`config.mk`:
```
export PLATFORM = sky130hd
export DESIGN_NAME = fbls_top
export DESIGN_NICKNAME = d
export VERILOG_FILES = /design/src/hw/fbls_pkg.sv /design/src/hw/fbls_sync_if.sv /design/src/hw/fbls_top.sv /design/src/hw/fbls_sync.sv
export SDC_FILE = /design/constraint.sdc
export NUM_CORES = 1
export LEC_CHECK = 0
export CAP_MARGIN = 20
export CORE_ASPECT_RATIO = 0.8
export CORE_UTILIZATION = 58
export CTS_CLUSTER_SIZE = 10
export DETAILED_ROUTE_END_ITERATION = 6
export DONT_BUFFER_PORTS = 1
export PLACE_DENSITY = 0.73
export REMOVE_ABC_BUFFERS = 1
export SYNTH_ARGS = -nofsm -noshare
export SYNTH_HDL_FRONTEND = slang
export SYNTH_SLANG_ARGS = --single-unit
```
`constraint.sdc`:
```
create_clock -name pclk -period 2.8 [get_ports pclk]
set_clock_uncertainty 0.2 [all_clocks]
set_input_delay 0 -clock pclk [delete_from_list [all_inputs] [get_ports pclk]]
set_output_delay 0 -clock pclk [all_outputs]
set_load 0.03 [all_outputs]
```
`src/hw/fbls_pkg.sv`:
```
// Purpose: shared constants and types of the flash block lock and start-up
// Assumes: 32-bit APB register words, 250 MHz pclk
// Notes:   register map, field layout, reset values and timing counts
package fbls_pkg;
	// ------------------------------------------------------------------
	// sizes
	// ------------------------------------------------------------------
	localparam int NUM_BLOCKS = 16;
	localparam int BLK_W      = 4;
	localparam int ADDR_W     = 16;
	localparam int PIN_W      = 8 + ADDR_W;

	// ------------------------------------------------------------------
	// register offsets (byte addresses)
	// ------------------------------------------------------------------
	localparam logic [7:0] OFS_CTRL   = 8'h00;
	localparam logic [7:0] OFS_CMD    = 8'h04;
	localparam logic [7:0] OFS_STATUS = 8'h08;
	localparam logic [7:0] OFS_BLKSEL = 8'h0C;
	localparam logic [7:0] OFS_LOCK   = 8'h10;
	localparam logic [7:0] OFS_START  = 8'h14;
	localparam logic [7:0] OFS_BURST  = 8'h18;

	// ------------------------------------------------------------------
	// field positions and reset values
	// ------------------------------------------------------------------
	localparam int CTRL_SEL_BIT   = 0;
	localparam logic CTRL_SEL_RST = 1'b1;
	localparam int CMD_OP_LSB     = 0;
	localparam int CMD_BLK_LSB    = 8;
	localparam int ST_READY_BIT   = 0;
	localparam int ST_LOCKERR_BIT = 1;
	localparam int ST_REJECT_BIT  = 2;
	localparam int ST_FIRST_ADDRESS_LATCH_SEQUENCE_BIT    = 3;
	localparam int ST_WP_BIT      = 4;
	localparam int ST_ERUN_BIT    = 5;
	localparam int ST_ESUSP_BIT   = 6;
	localparam int ST_PRUN_BIT    = 7;
	localparam int ST_PSUSP_BIT   = 8;

	// ------------------------------------------------------------------
	// timing
	// ------------------------------------------------------------------
	localparam int CLK_MHZ      = 250;
	localparam int T_RELEASE_NS = 1000;
	localparam int RELEASE_CYC  = (T_RELEASE_NS * CLK_MHZ + 999) / 1000;
	localparam int T_PROG_US    = 180;
	localparam int PROG_CYC     = T_PROG_US * CLK_MHZ;
	localparam int T_ERASE_MS   = 2500;
	localparam int ERASE_CYC    = T_ERASE_MS * 1000 * CLK_MHZ;
	localparam int FIRST_ADDRESS_LATCH_SEQUENCE_LATCH_EDGE = 3;
	localparam int FIRST_ADDRESS_LATCH_SEQUENCE_LAST_EDGE  = 4;

	// ------------------------------------------------------------------
	// types
	// ------------------------------------------------------------------
	typedef enum logic [3:0] {
		CMD_NONE       = 4'h0,
		CMD_LOCK       = 4'h1,
		CMD_UNLOCK     = 4'h2,
		CMD_LOCKDOWN   = 4'h3,
		CMD_PROGRAM    = 4'h4,
		CMD_ERASE      = 4'h5,
		CMD_PROG_SUSP  = 4'h6,
		CMD_PROG_RES   = 4'h7,
		CMD_ERASE_SUSP = 4'h8,
		CMD_ERASE_RES  = 4'h9
	} fbls_cmd_t;

	typedef enum logic [1:0] {
		OP_IDLE = 2'b00,
		OP_RUN  = 2'b01,
		OP_SUSP = 2'b10
	} fbls_op_t;

	typedef enum logic [1:0] {
		FIRST_ADDRESS_LATCH_SEQUENCE_IDLE  = 2'b00,
		FIRST_ADDRESS_LATCH_SEQUENCE_EDGES = 2'b01,
		FIRST_ADDRESS_LATCH_SEQUENCE_BURST = 2'b10
	} fbls_first_address_latch_sequence_t;
endpackage

```
`src/hw/fbls_sync_if.sv`:
```
// Purpose: carries raw pin levels to the synchroniser and back
// Assumes: one pclk domain
// Notes:   clock, reset and enable travel with the data
`timescale 1ns/1ps
`default_nettype none
interface fbls_sync_if #(parameter int W = 1) (
	input wire logic clk,
	input wire logic rst_n,
	input wire logic ce
);
	logic [W-1:0] raw;
	logic [W-1:0] sync;
	modport user (output raw, input sync, input clk, input rst_n, input ce);
	modport sync_side (input raw, output sync, input clk, input rst_n,
		input ce);
endinterface
`default_nettype wire

```
`src/hw/fbls_top.sv`:
```
// Purpose: block lock states, handshake pin sequencing and first address
//          latching of a configuration flash, with APB registers
// Assumes: pins pass two flip-flops; host clock pin sampled as a level
// Notes:   program and erase are modelled by completion timers only
//
// Behaviour
// - lock, unlock and lock-down are accepted while an erase is suspended
// - locking the block under suspended erase is immediate; erase completes
// - protection commands are refused while a program is suspended
// - state is pin, locked-down, locked; program/erase need locked clear
// - lock sets locked; unlock clears unless 0,1,1; lock-down sets both
// - pin low forces locked-down blocks locked; pin high restores locked
// - after power-up all blocks are locked with locked-down clear
// - ready/wait pin held low during power-on reset and reset pulse
// - ready/wait released only after the release delay past thresholds
// - core supply under power-down threshold resets and holds pin low
// - start address captured on third clock edge after ready/wait high
// - latching restarts when ready/wait is low with select bit 1
// - after power-on start on later of both edges, else ready/wait rise
// - software cannot clear locked-down; only hardware reset does
// - program or erase on a locked block is refused and flagged
`timescale 1ns/1ps
`default_nettype none
module fbls_top #(
	parameter int PROG_CYCLES  = fbls_pkg::PROG_CYC,
	parameter int ERASE_CYCLES = fbls_pkg::ERASE_CYC
) (
	input  wire logic                        pclk,
	input  wire logic                        presetn,
	input  wire logic                        ce,
	input  wire logic                        psel,
	input  wire logic                        penable,
	input  wire logic                        pwrite,
	input  wire logic [7:0]                  paddr,
	input  wire logic [31:0]                 pwdata,
	output var  logic [31:0]                 prdata,
	output logic                             pready,
	output var  logic                        pslverr,
	input  wire logic                        reset_pin_n,
	input  wire logic                        write_protect_n,
	input  wire logic                        supplies_above_por,
	input  wire logic                        core_below_pd,
	input  wire logic                        latch_enable_n,
	input  wire logic                        output_enable_n,
	input  wire logic                        host_clk,
	input  wire logic [fbls_pkg::ADDR_W-1:0] addr_pin,
	input  wire logic                        ready_wait_i,
	output logic                             ready_wait_o,
	output var  logic                        ready_wait_oe,
	output var  logic [fbls_pkg::ADDR_W-1:0] burst_addr
);
	import fbls_pkg::*;

	// ------------------------------------------------------------------
	// pin synchronisation
	// ------------------------------------------------------------------
	fbls_sync_if #(.W(PIN_W)) pins (.clk(pclk), .rst_n(presetn), .ce(ce));
	fbls_sync #(.W(PIN_W)) u_sync (.s(pins));

	assign pins.raw = {reset_pin_n, write_protect_n, supplies_above_por,
		core_below_pd, latch_enable_n, output_enable_n, host_clk,
		ready_wait_i, addr_pin};

	logic              rp_s, wp_s, por_s, pd_s, le_s, oe_s, k_s, rw_s;
	logic [ADDR_W-1:0] addr_s;
	assign {rp_s, wp_s, por_s, pd_s, le_s, oe_s, k_s, rw_s, addr_s} =
		pins.sync;

	logic wp_q, k_q, rw_q;
	logic hw_reset, power_loss;
	// brownout and missing supplies count as a power-on reset
	assign power_loss = pd_s | ~por_s;
	assign hw_reset   = power_loss | ~rp_s;

	// edge detectors look at the second stage only
	always_ff @(posedge pclk or negedge presetn) begin
		if (!presetn) begin
			wp_q <= 1'b0;
			k_q  <= 1'b0;
			rw_q <= 1'b0;
		end else if (ce) begin
			wp_q <= wp_s;
			k_q  <= k_s;
			rw_q <= rw_s;
		end
	end

	logic wp_fall, wp_rise, k_rise, rw_rise;
	assign wp_fall = wp_q & ~wp_s;
	assign wp_rise = ~wp_q & wp_s;
	assign k_rise  = ~k_q & k_s;
	assign rw_rise = ~rw_q & rw_s;

	// ------------------------------------------------------------------
	// APB decode
	// ------------------------------------------------------------------
	logic            wr, cmd_go, st_clr;
	logic            sel_bit;
	logic [BLK_W-1:0] cmd_blk, rd_blk;
	fbls_cmd_t       cmd_op;
	// zero wait states; a low enable stretches the access
	assign pready  = ce;
	assign wr      = psel & penable & pwrite & ce;
	assign cmd_go  = wr & (paddr == OFS_CMD);
	assign st_clr  = wr & (paddr == OFS_STATUS);
	assign cmd_op  = fbls_cmd_t'(pwdata[CMD_OP_LSB +: 4]);
	assign cmd_blk = pwdata[CMD_BLK_LSB +: BLK_W];

	// control and block select registers
	always_ff @(posedge pclk or negedge presetn) begin
		if (!presetn) begin
			sel_bit <= CTRL_SEL_RST;
			rd_blk  <= '0;
		end else if (ce) begin
			if (wr && paddr == OFS_CTRL) begin
				sel_bit <= pwdata[CTRL_SEL_BIT];
			end
			if (wr && paddr == OFS_BLKSEL) begin
				rd_blk <= pwdata[BLK_W-1:0];
			end
		end
	end

	// ------------------------------------------------------------------
	// program and erase sequencing
	// ------------------------------------------------------------------
	fbls_op_t         prog_st, erase_st;
	logic [31:0]      prog_cnt, erase_cnt;
	logic [BLK_W-1:0] erase_blk;
	logic [NUM_BLOCKS-1:0] locked, lockdown, saved_locked;
	logic             lock_err_set, reject_set, lock_cmd, lock_ok;
	logic             pe_target_locked;

	assign pe_target_locked = locked[cmd_blk];
	assign lock_cmd = cmd_go & (cmd_op == CMD_LOCK || cmd_op == CMD_UNLOCK
		|| cmd_op == CMD_LOCKDOWN);
	assign lock_ok  = lock_cmd & (prog_st != OP_SUSP);

	// lock state is checked at start only, so a lock during a suspended
	// erase of the same block does not abort it once resumed
	always_ff @(posedge pclk or negedge presetn) begin
		if (!presetn) begin
			erase_st  <= OP_IDLE;
			erase_cnt <= '0;
			erase_blk <= '0;
		end else if (ce) begin
			if (hw_reset) begin
				erase_st <= OP_IDLE;
			end else begin
				case (erase_st)
					OP_IDLE: begin
						if (cmd_go && cmd_op == CMD_ERASE && prog_st == OP_IDLE
							&& !pe_target_locked) begin
							erase_st  <= OP_RUN;
							erase_cnt <= ERASE_CYCLES;
							erase_blk <= cmd_blk;
						end
					end
					OP_RUN: begin
						if (cmd_go && cmd_op == CMD_ERASE_SUSP) begin
							erase_st <= OP_SUSP;
						end else if (erase_cnt <= 32'h0000_0001) begin
							erase_st <= OP_IDLE;
						end else begin
							erase_cnt <= erase_cnt - 32'h0000_0001;
						end
					end
					OP_SUSP: begin
						if (cmd_go && cmd_op == CMD_ERASE_RES
							&& prog_st == OP_IDLE) begin
							erase_st <= OP_RUN;
						end
					end
					default: erase_st <= OP_IDLE;
				endcase
			end
		end
	end

	// a program may run beside a suspended erase, not beside a running one
	always_ff @(posedge pclk or negedge presetn) begin
		if (!presetn) begin
			prog_st  <= OP_IDLE;
			prog_cnt <= '0;
		end else if (ce) begin
			if (hw_reset) begin
				prog_st <= OP_IDLE;
			end else begin
				case (prog_st)
					OP_IDLE: begin
						if (cmd_go && cmd_op == CMD_PROGRAM
							&& erase_st != OP_RUN
							&& !pe_target_locked) begin
							prog_st  <= OP_RUN;
							prog_cnt <= PROG_CYCLES;
						end
					end
					OP_RUN: begin
						if (cmd_go && cmd_op == CMD_PROG_SUSP) begin
							prog_st <= OP_SUSP;
						end else if (prog_cnt <= 32'h0000_0001) begin
							prog_st <= OP_IDLE;
						end else begin
							prog_cnt <= prog_cnt - 32'h0000_0001;
						end
					end
					OP_SUSP: begin
						if (cmd_go && cmd_op == CMD_PROG_RES) begin
							prog_st <= OP_RUN;
						end
					end
					default: prog_st <= OP_IDLE;
				endcase
			end
		end
	end

	// ------------------------------------------------------------------
	// sticky error flags; a new event beats a clear in the same cycle
	// ------------------------------------------------------------------
	logic lock_err, reject;
	assign lock_err_set = cmd_go & pe_target_locked
		& (cmd_op == CMD_PROGRAM || cmd_op == CMD_ERASE);
	assign reject_set = lock_cmd & ~lock_ok;

	always_ff @(posedge pclk or negedge presetn) begin
		if (!presetn) begin
			lock_err <= 1'b0;
			reject   <= 1'b0;
		end else if (ce) begin
			lock_err <= lock_err_set
				| (lock_err & ~(st_clr & pwdata[ST_LOCKERR_BIT]));
			reject   <= reject_set
				| (reject & ~(st_clr & pwdata[ST_REJECT_BIT]));
		end
	end

	// ------------------------------------------------------------------
	// per-block protection state
	// ------------------------------------------------------------------
	always_ff @(posedge pclk or negedge presetn) begin
		if (!presetn) begin
			locked       <= '1;
			lockdown     <= '0;
			saved_locked <= '1;
		end else if (ce) begin
			if (hw_reset) begin
				locked       <= '1;
				lockdown     <= '0;
				saved_locked <= '1;
			end else begin
				for (int i = 0; i < NUM_BLOCKS; i++) begin
					if (wp_fall && lockdown[i]) begin
						saved_locked[i] <= locked[i];
						locked[i]       <= 1'b1;
					end else if (wp_rise && lockdown[i]) begin
						locked[i] <= saved_locked[i];
					end else if (lock_ok && cmd_blk == BLK_W'(i)) begin
						case (cmd_op)
							CMD_LOCK: locked[i] <= 1'b1;
							CMD_UNLOCK: begin
								// software never clears locked-down
								if (wp_s || !lockdown[i]) begin
									locked[i] <= 1'b0;
								end
							end
							CMD_LOCKDOWN: begin
								locked[i]       <= 1'b1;
								lockdown[i]     <= 1'b1;
								saved_locked[i] <= 1'b1;
							end
							default: locked[i] <= locked[i];
						endcase
					end
				end
			end
		end
	end

	// ------------------------------------------------------------------
	// handshake pin: low in reset, released after the delay
	// ------------------------------------------------------------------
	logic [15:0] rel_cnt;
	logic        released;
	assign ready_wait_o = 1'b0;

	always_ff @(posedge pclk or negedge presetn) begin
		if (!presetn) begin
			rel_cnt       <= '0;
			released      <= 1'b0;
			ready_wait_oe <= 1'b1;
		end else if (ce) begin
			if (hw_reset) begin
				rel_cnt       <= '0;
				released      <= 1'b0;
				ready_wait_oe <= 1'b1;
			end else if (rel_cnt < 16'(RELEASE_CYC - 1)) begin
				rel_cnt <= rel_cnt + 16'h0001;
			end else begin
				released      <= 1'b1;
				ready_wait_oe <= 1'b0;
			end
		end
	end

	// ------------------------------------------------------------------
	// first address latching and burst addressing
	// ------------------------------------------------------------------
	fbls_first_address_latch_sequence_t        first_address_latch_sequence_st;
	logic [2:0]        edge_cnt;
	logic              por_boot, first_address_latch_sequence_start;
	logic [ADDR_W-1:0] start_addr;

	// after power-on both levels must hold; later only a pin rise starts
	assign first_address_latch_sequence_start = ~le_s ? 1'b0 : ~oe_s & rp_s
		& (por_boot ? rw_s : rw_rise);

	always_ff @(posedge pclk or negedge presetn) begin
		if (!presetn) begin
			first_address_latch_sequence_st    <= FIRST_ADDRESS_LATCH_SEQUENCE_IDLE;
			edge_cnt   <= '0;
			por_boot   <= 1'b1;
			start_addr <= '0;
			burst_addr <= '0;
		end else if (ce) begin
			if (power_loss) begin
				por_boot <= 1'b1;
			end else if (!rp_s || (first_address_latch_sequence_st == FIRST_ADDRESS_LATCH_SEQUENCE_IDLE && first_address_latch_sequence_start)) begin
				por_boot <= 1'b0;
			end
			if (hw_reset || (sel_bit && !rw_s)) begin
				first_address_latch_sequence_st  <= FIRST_ADDRESS_LATCH_SEQUENCE_IDLE;
				edge_cnt <= '0;
			end else begin
				case (first_address_latch_sequence_st)
					FIRST_ADDRESS_LATCH_SEQUENCE_IDLE: begin
						if (first_address_latch_sequence_start) begin
							first_address_latch_sequence_st  <= FIRST_ADDRESS_LATCH_SEQUENCE_EDGES;
							edge_cnt <= '0;
						end
					end
					FIRST_ADDRESS_LATCH_SEQUENCE_EDGES: begin
						if (k_rise) begin
							edge_cnt <= edge_cnt + 3'd1;
							if (edge_cnt == 3'(FIRST_ADDRESS_LATCH_SEQUENCE_LATCH_EDGE - 1)) begin
								start_addr <= addr_s;
								burst_addr <= addr_s;
							end
							if (edge_cnt == 3'(FIRST_ADDRESS_LATCH_SEQUENCE_LAST_EDGE - 1)) begin
								first_address_latch_sequence_st <= FIRST_ADDRESS_LATCH_SEQUENCE_BURST;
							end
						end
					end
					FIRST_ADDRESS_LATCH_SEQUENCE_BURST: begin
						if (k_rise) begin
							burst_addr <= burst_addr + 1'b1;
						end
					end
					default: first_address_latch_sequence_st <= FIRST_ADDRESS_LATCH_SEQUENCE_IDLE;
				endcase
			end
		end
	end

	// ------------------------------------------------------------------
	// APB read data, captured in the setup cycle
	// ------------------------------------------------------------------
	logic [31:0] rd_mux;
	logic        rd_bad;
	always_comb begin
		rd_mux = 32'h0000_0000;
		rd_bad = 1'b0;
		case (paddr)
			OFS_CTRL:   rd_mux[CTRL_SEL_BIT] = sel_bit;
			OFS_CMD:    rd_mux = 32'h0000_0000;
			OFS_STATUS: begin
				rd_mux[ST_READY_BIT]   = released;
				rd_mux[ST_LOCKERR_BIT] = lock_err;
				rd_mux[ST_REJECT_BIT]  = reject;
				rd_mux[ST_FIRST_ADDRESS_LATCH_SEQUENCE_BIT]    = (first_address_latch_sequence_st == FIRST_ADDRESS_LATCH_SEQUENCE_BURST);
				rd_mux[ST_WP_BIT]      = wp_s;
				rd_mux[ST_ERUN_BIT]    = (erase_st == OP_RUN);
				rd_mux[ST_ESUSP_BIT]   = (erase_st == OP_SUSP);
				rd_mux[ST_PRUN_BIT]    = (prog_st == OP_RUN);
				rd_mux[ST_PSUSP_BIT]   = (prog_st == OP_SUSP);
			end
			OFS_BLKSEL: rd_mux[BLK_W-1:0] = rd_blk;
			OFS_LOCK:   rd_mux[2:0] = {wp_s, lockdown[rd_blk],
				locked[rd_blk]};
			OFS_START:  rd_mux[ADDR_W-1:0] = start_addr;
			OFS_BURST:  rd_mux[ADDR_W-1:0] = burst_addr;
			default:    rd_bad = 1'b1;
		endcase
	end

	always_ff @(posedge pclk or negedge presetn) begin
		if (!presetn) begin
			prdata  <= '0;
			pslverr <= 1'b0;
		end else if (ce && psel && !penable) begin
			prdata  <= pwrite ? 32'h0000_0000 : rd_mux;
			pslverr <= rd_bad;
		end
	end

	// unused erase block index kept for status growth
	logic unused_ok;
	assign unused_ok = ^erase_blk;
endmodule
`default_nettype wire

```
`src/hw/fbls_sync.sv`:
```
// Purpose: two flip-flop synchroniser for a group of pin inputs
// Assumes: inputs change slowly against pclk
// Notes:   multi-bit groups are only sampled as separate levels
`timescale 1ns/1ps
`default_nettype none
module fbls_sync #(
	parameter int W = 1
) (
	fbls_sync_if.sync_side s
);
	logic [W-1:0] meta;

	// ------------------------------------------------------------------
	// two stages; only the second stage is read by anybody
	// ------------------------------------------------------------------
	always_ff @(posedge s.clk or negedge s.rst_n) begin
		if (!s.rst_n) begin
			meta   <= '0;
			s.sync <= '0;
		end else if (s.ce) begin
			meta   <= s.raw;
			s.sync <= meta;
		end
	end
endmodule
`default_nettype wire

```
Yosys cells after proc, flatten, opt, wreduce, memory -nomap -nowiden
Cells that the tools add are included.
- bits in registers: 263
- latch bits: 0
- memory bits (writable): 0
- ROM bits: 0
- bits of input ports: 70
- output and inout port bits: 52
- logic and storage cells: 706
- memories: 0
- add/sub/neg operators: 5
- multiply operators: 0
- div/mod/pow operators: 0
- magnitude comparators: 5
- eq/ne operators: 124
- shift-type cells: 0
- mux-type cells: 204
- bitwise gates (word level): 36
- reduce and logical (&&, ||, !) cells: 261
- operators with widths (cell ; count):
    2-to-1 mux 32 bit ; 6
    2-to-1 mux 16 bit ; 9
    2-to-1 mux 1 bit ; 141
    AND reduction 4 bit ; 35
    one-hot mux 32 bit (2 select lines) ; 2
    nonzero test 3 bit ; 33
    AND reduction 5 bit ; 18
    != test 2 bit (second input constant) ; 43
    != test 5 x 2 -> 1 bit (second input constant) ; 16
    nonzero test 5 bit ; 16
    logical AND 1 bit ; 65
    <= comparator 32 x 1 -> 1 bit (second input constant) ; 2
    nonzero test 4 bit ; 16
    subtractor 32 x 1 -> 32 bit (second input constant) ; 2
    != test 3 bit (second input constant) ; 21
    nonzero test 2 bit ; 22
    == test 4 bit (second input constant) ; 10
    adder 16 x 1 -> 16 bit (second input constant) ; 2
    == test 4 x 3 -> 1 bit (second input constant) ; 8
    one-hot mux 1 bit (2 select lines) ; 16
    one-hot mux 16 bit (2 select lines) ; 1
    2-to-1 mux 2 bit ; 14
    == test 8 x 5 -> 1 bit (second input constant) ; 3
    logical OR 1 bit ; 21
    other kinds (33) ; 113

Depth between registers and ports, before layout
- depth in word-level cells: 11
- mapped depth: 11

Hierarchy
A second synthesis with hierarchy kept.
- cell total of the unflattened synthesis: 1416
- area total of the unflattened synthesis: 13769.5 um^2
- by module, submodules not included (module ; times used ; cells an instance ; area each (um^2) ; seq. area each (um^2)):
    fbls_top ; 1 ; 1315 ; 11908.9 ; 5023.6
    fbls_sync ; 1 ; 101 ; 1860.5 ; 1201.2

Least setup slack after synthesis
No wires, ideal clock.
- kind: register -> register
- start point: register erase_cnt[21]
- end point: register erase_cnt[19]
- library setup time: 0.110 ns
- arrival time: 2.460 ns
- required time: 2.490 ns
- path slack: 0.030 ns
- cell stages (with the launch flop): 10
- path buffers: 2
- path through: dfrtp_1 > or4_1 > or4_1 > nor4_1 > nor2_1 > nand2b_1 > buf_4 > buf_4 > o21ai_0 > o41ai_1
- word-level cells in the longest chain between the ends: 3
- ends and longest elaborated chain (item ; line ; RTL):
    start, declared ; fbls_top.sv:128 ; logic [31:0] prog_cnt, erase_cnt;
    start signal, assigned ; fbls_top.sv:165 ; erase_cnt <= erase_cnt - 32'h0000_0001;
    <= comparator 32 x 1 -> 1 bit ; fbls_top.sv:162 ; end else if (erase_cnt <= 32'h0000_0001) begin
    != test 2 bit (no line) ; - ;
    AND reduction 6 bit (no line) ; - ;
No other way between the ends.
A chain may end at the register's enable or synchronous reset.

Worst setup path after layout
- start point: input port paddr[5]
- end point: register locked[8]
- word-level cells in the longest chain between the ends: 7
- ends and longest elaborated chain (item ; line ; RTL):
    start, declared ; fbls_top.sv:34 ; input wire logic [7:0] paddr,
    == test 8 x 3 -> 1 bit ; fbls_top.sv:104 ; assign cmd_go = wr & (paddr == OFS_CMD);
    AND 1 bit ; fbls_top.sv:104 ;
    AND 1 bit ; fbls_top.sv:135 ; assign lock_cmd = cmd_go & (cmd_op == CMD_LOCK || cmd_op == CMD_UNLOCK
    AND 1 bit ; fbls_top.sv:137 ; assign lock_ok = lock_cmd & (prog_st != OP_SUSP);
    logical AND 1 bit ; fbls_top.sv:258 ; end else if (lock_ok && cmd_blk == BLK_W'(i)) begin
    nonzero test 4 bit (no line) ; - ;
    AND reduction 4 bit (no line) ; - ;
    end signal, assigned by index ; fbls_top.sv:257 ; locked[i] <= saved_locked[i];
    end signal, assigned by index ; fbls_top.sv:272 ; default: locked[i] <= locked[i];
    end, declared ; fbls_top.sv:130 ; logic [NUM_BLOCKS-1:0] locked, lockdown, saved_locked;
No other way between the ends.

==> run_results.csv <==
group,metric,value,unit
status,status,"finished, violations left",
status,violations,"hold timing",
setup_path,path_buf_inv,3,
global_route,antenna_found_initial,0,
floorplanning,die_h,139.8,um
synth,yosysWarnings,0,
synth,yosysSeqAreaShare,0.4520,
timing,final-setup-viol-count,0,
final_layout,stdcell_count,1943,
timing,fmax,0.3672,GHz
timing,hold_slack,-1.038,ns
synth,yosysMostFrequentCell,"dfrtp_1",
cts,clkSinkCount,247,
drt,vias,12620,
cts,clk_latency,0.54,ns
drt,detail-route-antenna-nets,0,
setup_path,worstPathMaxFanout,8,
floorplanning,core,0.02333,sq mm
floorplanning,rows,50,
power,p_leak,6.754,nW
timing,finalCritPeriodShare,0.9727,
power,powerDensity,541.9,mW/mm^2
setup_path,path_delay_family,"buffers and inverters",
synth,synth_cell_types,78,
global_route,grt_start_max_net_pins,248,
drt,drtIter0Drc,1320,
timing,slew_viol_final,0,
final_layout,drive_above_1_share,0.1784,
global_route,grtUsageTotal,0.3273,
synth,synth_common_cells,"dfrtp_1, a21oi_1, nand2_1, o21ai_0, nor2_1",
placement,numPortBuffers,0,
floorplanning,die_w,174.3,um
setup_path,arrival,3.00,ns
run,drv_cap,0,
synth,synth_top_cell_by_area,"dfrtp_1",
placement,dp_hpwl,24.48,mm
setup_path,worstPathCellList,"or4_4 > dlygate4sd3_1 > nor3_4 > buf_4 > nand4_1 > o21ai_0 > dlygate4sd3_1 > nand3_1 > nor2_1 > a21oi_1",
final_layout,antenna_cells,0,
cts,cts_buffer_depth,3,
cts,htree_levels,1,
cts,cts_made_buffers,29,
timing,hold_viol_final,247,
placement,place_inst,1800,
setup_path,critPathMostFrequentCell,"dlygate4sd3_1",
final_layout,fill_cells,1794,
power,irDropWorstVdd,547.5,uV
global_route,grt_pass1_wl,64.28,mm
cts,root_buffer,"clkbuf_16",
global_route,grt-ovfl-total,0,
timing,slew_headroom,0.5712,
drt,vias_per_cell,6.496,
synth,synthCells,1499,
synth,syn_avg_cell_area,9.187,sq um
synth,yosysTopAreaCellShare,0.3852,
min_path,min_path_type,"input port to async pin",
drt,firstDrtPassIters,7,
floorplanning,dieArea,0.02437,sq mm
setup_path,end_kind,"flop",
global_route,grt_pass1_vias,12140,
setup_path,worstSetupPathType,"input port to flop",
power,power,8.812,mW
floorplanning,initial_core_util,0.5902,
synth,synthFlopType,"dfrtp_1",
synth,ys_async_sr_fraction,1.000,
timing,fin_crit,2.724,ns
cts,clkSlewWorstSetupHoldPaths,0.06,ns
drt,routedWlPerCell,20.81,um
setup_path,startpoint_type,"input port",
final_layout,areaGrowthSynthToFinish,18.07,%
drt,drc,0,
cts,cts_tree,"yes",
timing,worst_slew_pin_slew,0.6432,ns
synth,ys_ff_latch,247,
placement,place.gp.congestion,0.9607,
synth,yosys-top-cells-area,"dfrtp_1, dfstp_2, a21oi_1",
final_layout,final_nets,1695,
synth,synth_edf_count,0,
floorplanning,ios,122,
setup_path,max_stage_delay,0.73,ns
setup_path,cp_data_required_time,3.07,ns
synth,synthesis.area,0.01377,sq mm
setup_path,cpMaxStageDelayCell,"dlygate4sd3_1",
drt,routed_wl,40.43,mm
[flip-flops by register name, summed over array words and instances (netlist names), 2 cells and up]
register and count:
erase_cnt 32, prog_cnt 32, u_sync.meta 24, u_sync.s.sync 24
burst_addr 16, lockdown 16, locked 16, prdata 16
rel_cnt 16, saved_locked 16, start_addr 16, rd_blk 4
edge_cnt 3, erase_st 2, first_address_latch_sequence_st 2, prog_st 2
[kinds of logic after synthesis]
kind of cell             after synthesis  synth area share
adder cells (fa/ha/maj)               15           0.01363
AND/OR/NAND/NOR                      529            0.1945
XOR/XNOR                              18           0.01145
flip-flops                           247            0.4520
buffers and inverters                150           0.04815
other                                  1         0.0002723
multiplexers                          98           0.08876
AO/OA/AOI/OAI                        441            0.1912
[power by group]
part	total [mW]	switching, mW	internal, mW
combinational	1.20	0.703	0.500
clock	3.39	1.44	1.95
sequential	4.21	0.385	3.83
[worst register-to-register path: cells and delay by family, from the launching register on]
kind               cells  cell delay [ns]
AOI/OAI and AO/OA      1             0.18
DFF                    1             0.38
and+or+nand+nor        6             1.88
[stage by stage]
stage	setup WS (ns)	util	hold slack [ns]	TNS (ns)	instance area, sq um
6_report	0.07636	0.6968	-1.038	0	16260
5_1_grt	-0.02126	0.6968	-1.059	-0.07718	16260
4_1_cts	0.004719	0.6925	-1.053	0	16160
3_5_place_dp	-0.04851	0.6169	-0.4900	-0.08048	14400
3_3_place_gp	-0.02885	0.6164	-0.4910	-0.04972	14380
2_1_floorplan	-0.4764	-	-0.4956	-10.81	13290
[worst paths after layout]
| kind | slack (ns) | startpoint | cells past startpoint | endpoint |
|---|---|---|---|---|
| max | 0.08 | paddr[5] | 10 | locked[8] |
| min in group pclk | 0.05 | pwdata[3] | 6 | locked[12] |
| max in group asynchronous | 2.86 | presetn | 0 | u_sync.s.sync[22] |
| max reg2reg | 0.08 | erase_cnt[21] | 7 | erase_cnt[9] |
| min | -1.04 | presetn | 0 | prdata[12] |
| min reg2reg | 0.28 | saved_locked[0] | 2 | saved_locked[0] |
[layout by cell type, fill, tap and decap left out, types with 21 or more instances in the layout]
master,Yosys,routed
clkbuf_16,0,29
o21ai_0,141,139
buf_4,20,89
nor3_1,33,29
mux2_2,73,73
nand3_1,61,61
dfstp_2,35,35
a21oi_1,166,166
nand2_1,142,142
dfrtp_1,212,211
clkbuf_1,77,21
nor2_1,118,115
dlygate4sd3_1,0,88
inv_1,28,28
[metal layers]
layer | wire length [um] | up-vias | share of wire | GRT usage
li1 | - | 5666 | - | -
met1 | 16830 | 6052 | 0.42 | 0.4575
met2 | 18300 | 764 | 0.45 | 0.5091
met3 | 3668 | 139 | 0.091 | 0.05137
met4 | 1633 | 0 | 0.040 | 0.1371
met5 | 0 | - | 0 | 0
[layout make-up]
| cell class | count | area [sq um] | area share |
|---|---|---|---|
| Multi-Input combinational cell | 1118 | 7034 | 0.4326 |
| Clock buffer | 51 | 818.3 | 0.05032 |
| Clock inverter | 1 | 8.758 | 0.0005386 |
| Timing Repair Buffer | 183 | 1667 | 0.1025 |
| Tap cell | 312 | 390.4 | 0.02401 |
| Sequential cell | 247 | 6226 | 0.3829 |
| Inverter | 31 | 116.4 | 0.007156 |
[repair_timing]
item | in CTS | in global routing
hold buffers | 89 | 1
gates resized for setup | 2 | 21
pin swaps | 0 | 3
setup buffers | 0 | 1
endpoints found under the hold margin | 451 | 248
setup endpoints to repair | 10 | 48
Power figures use the tool's default switching activity.
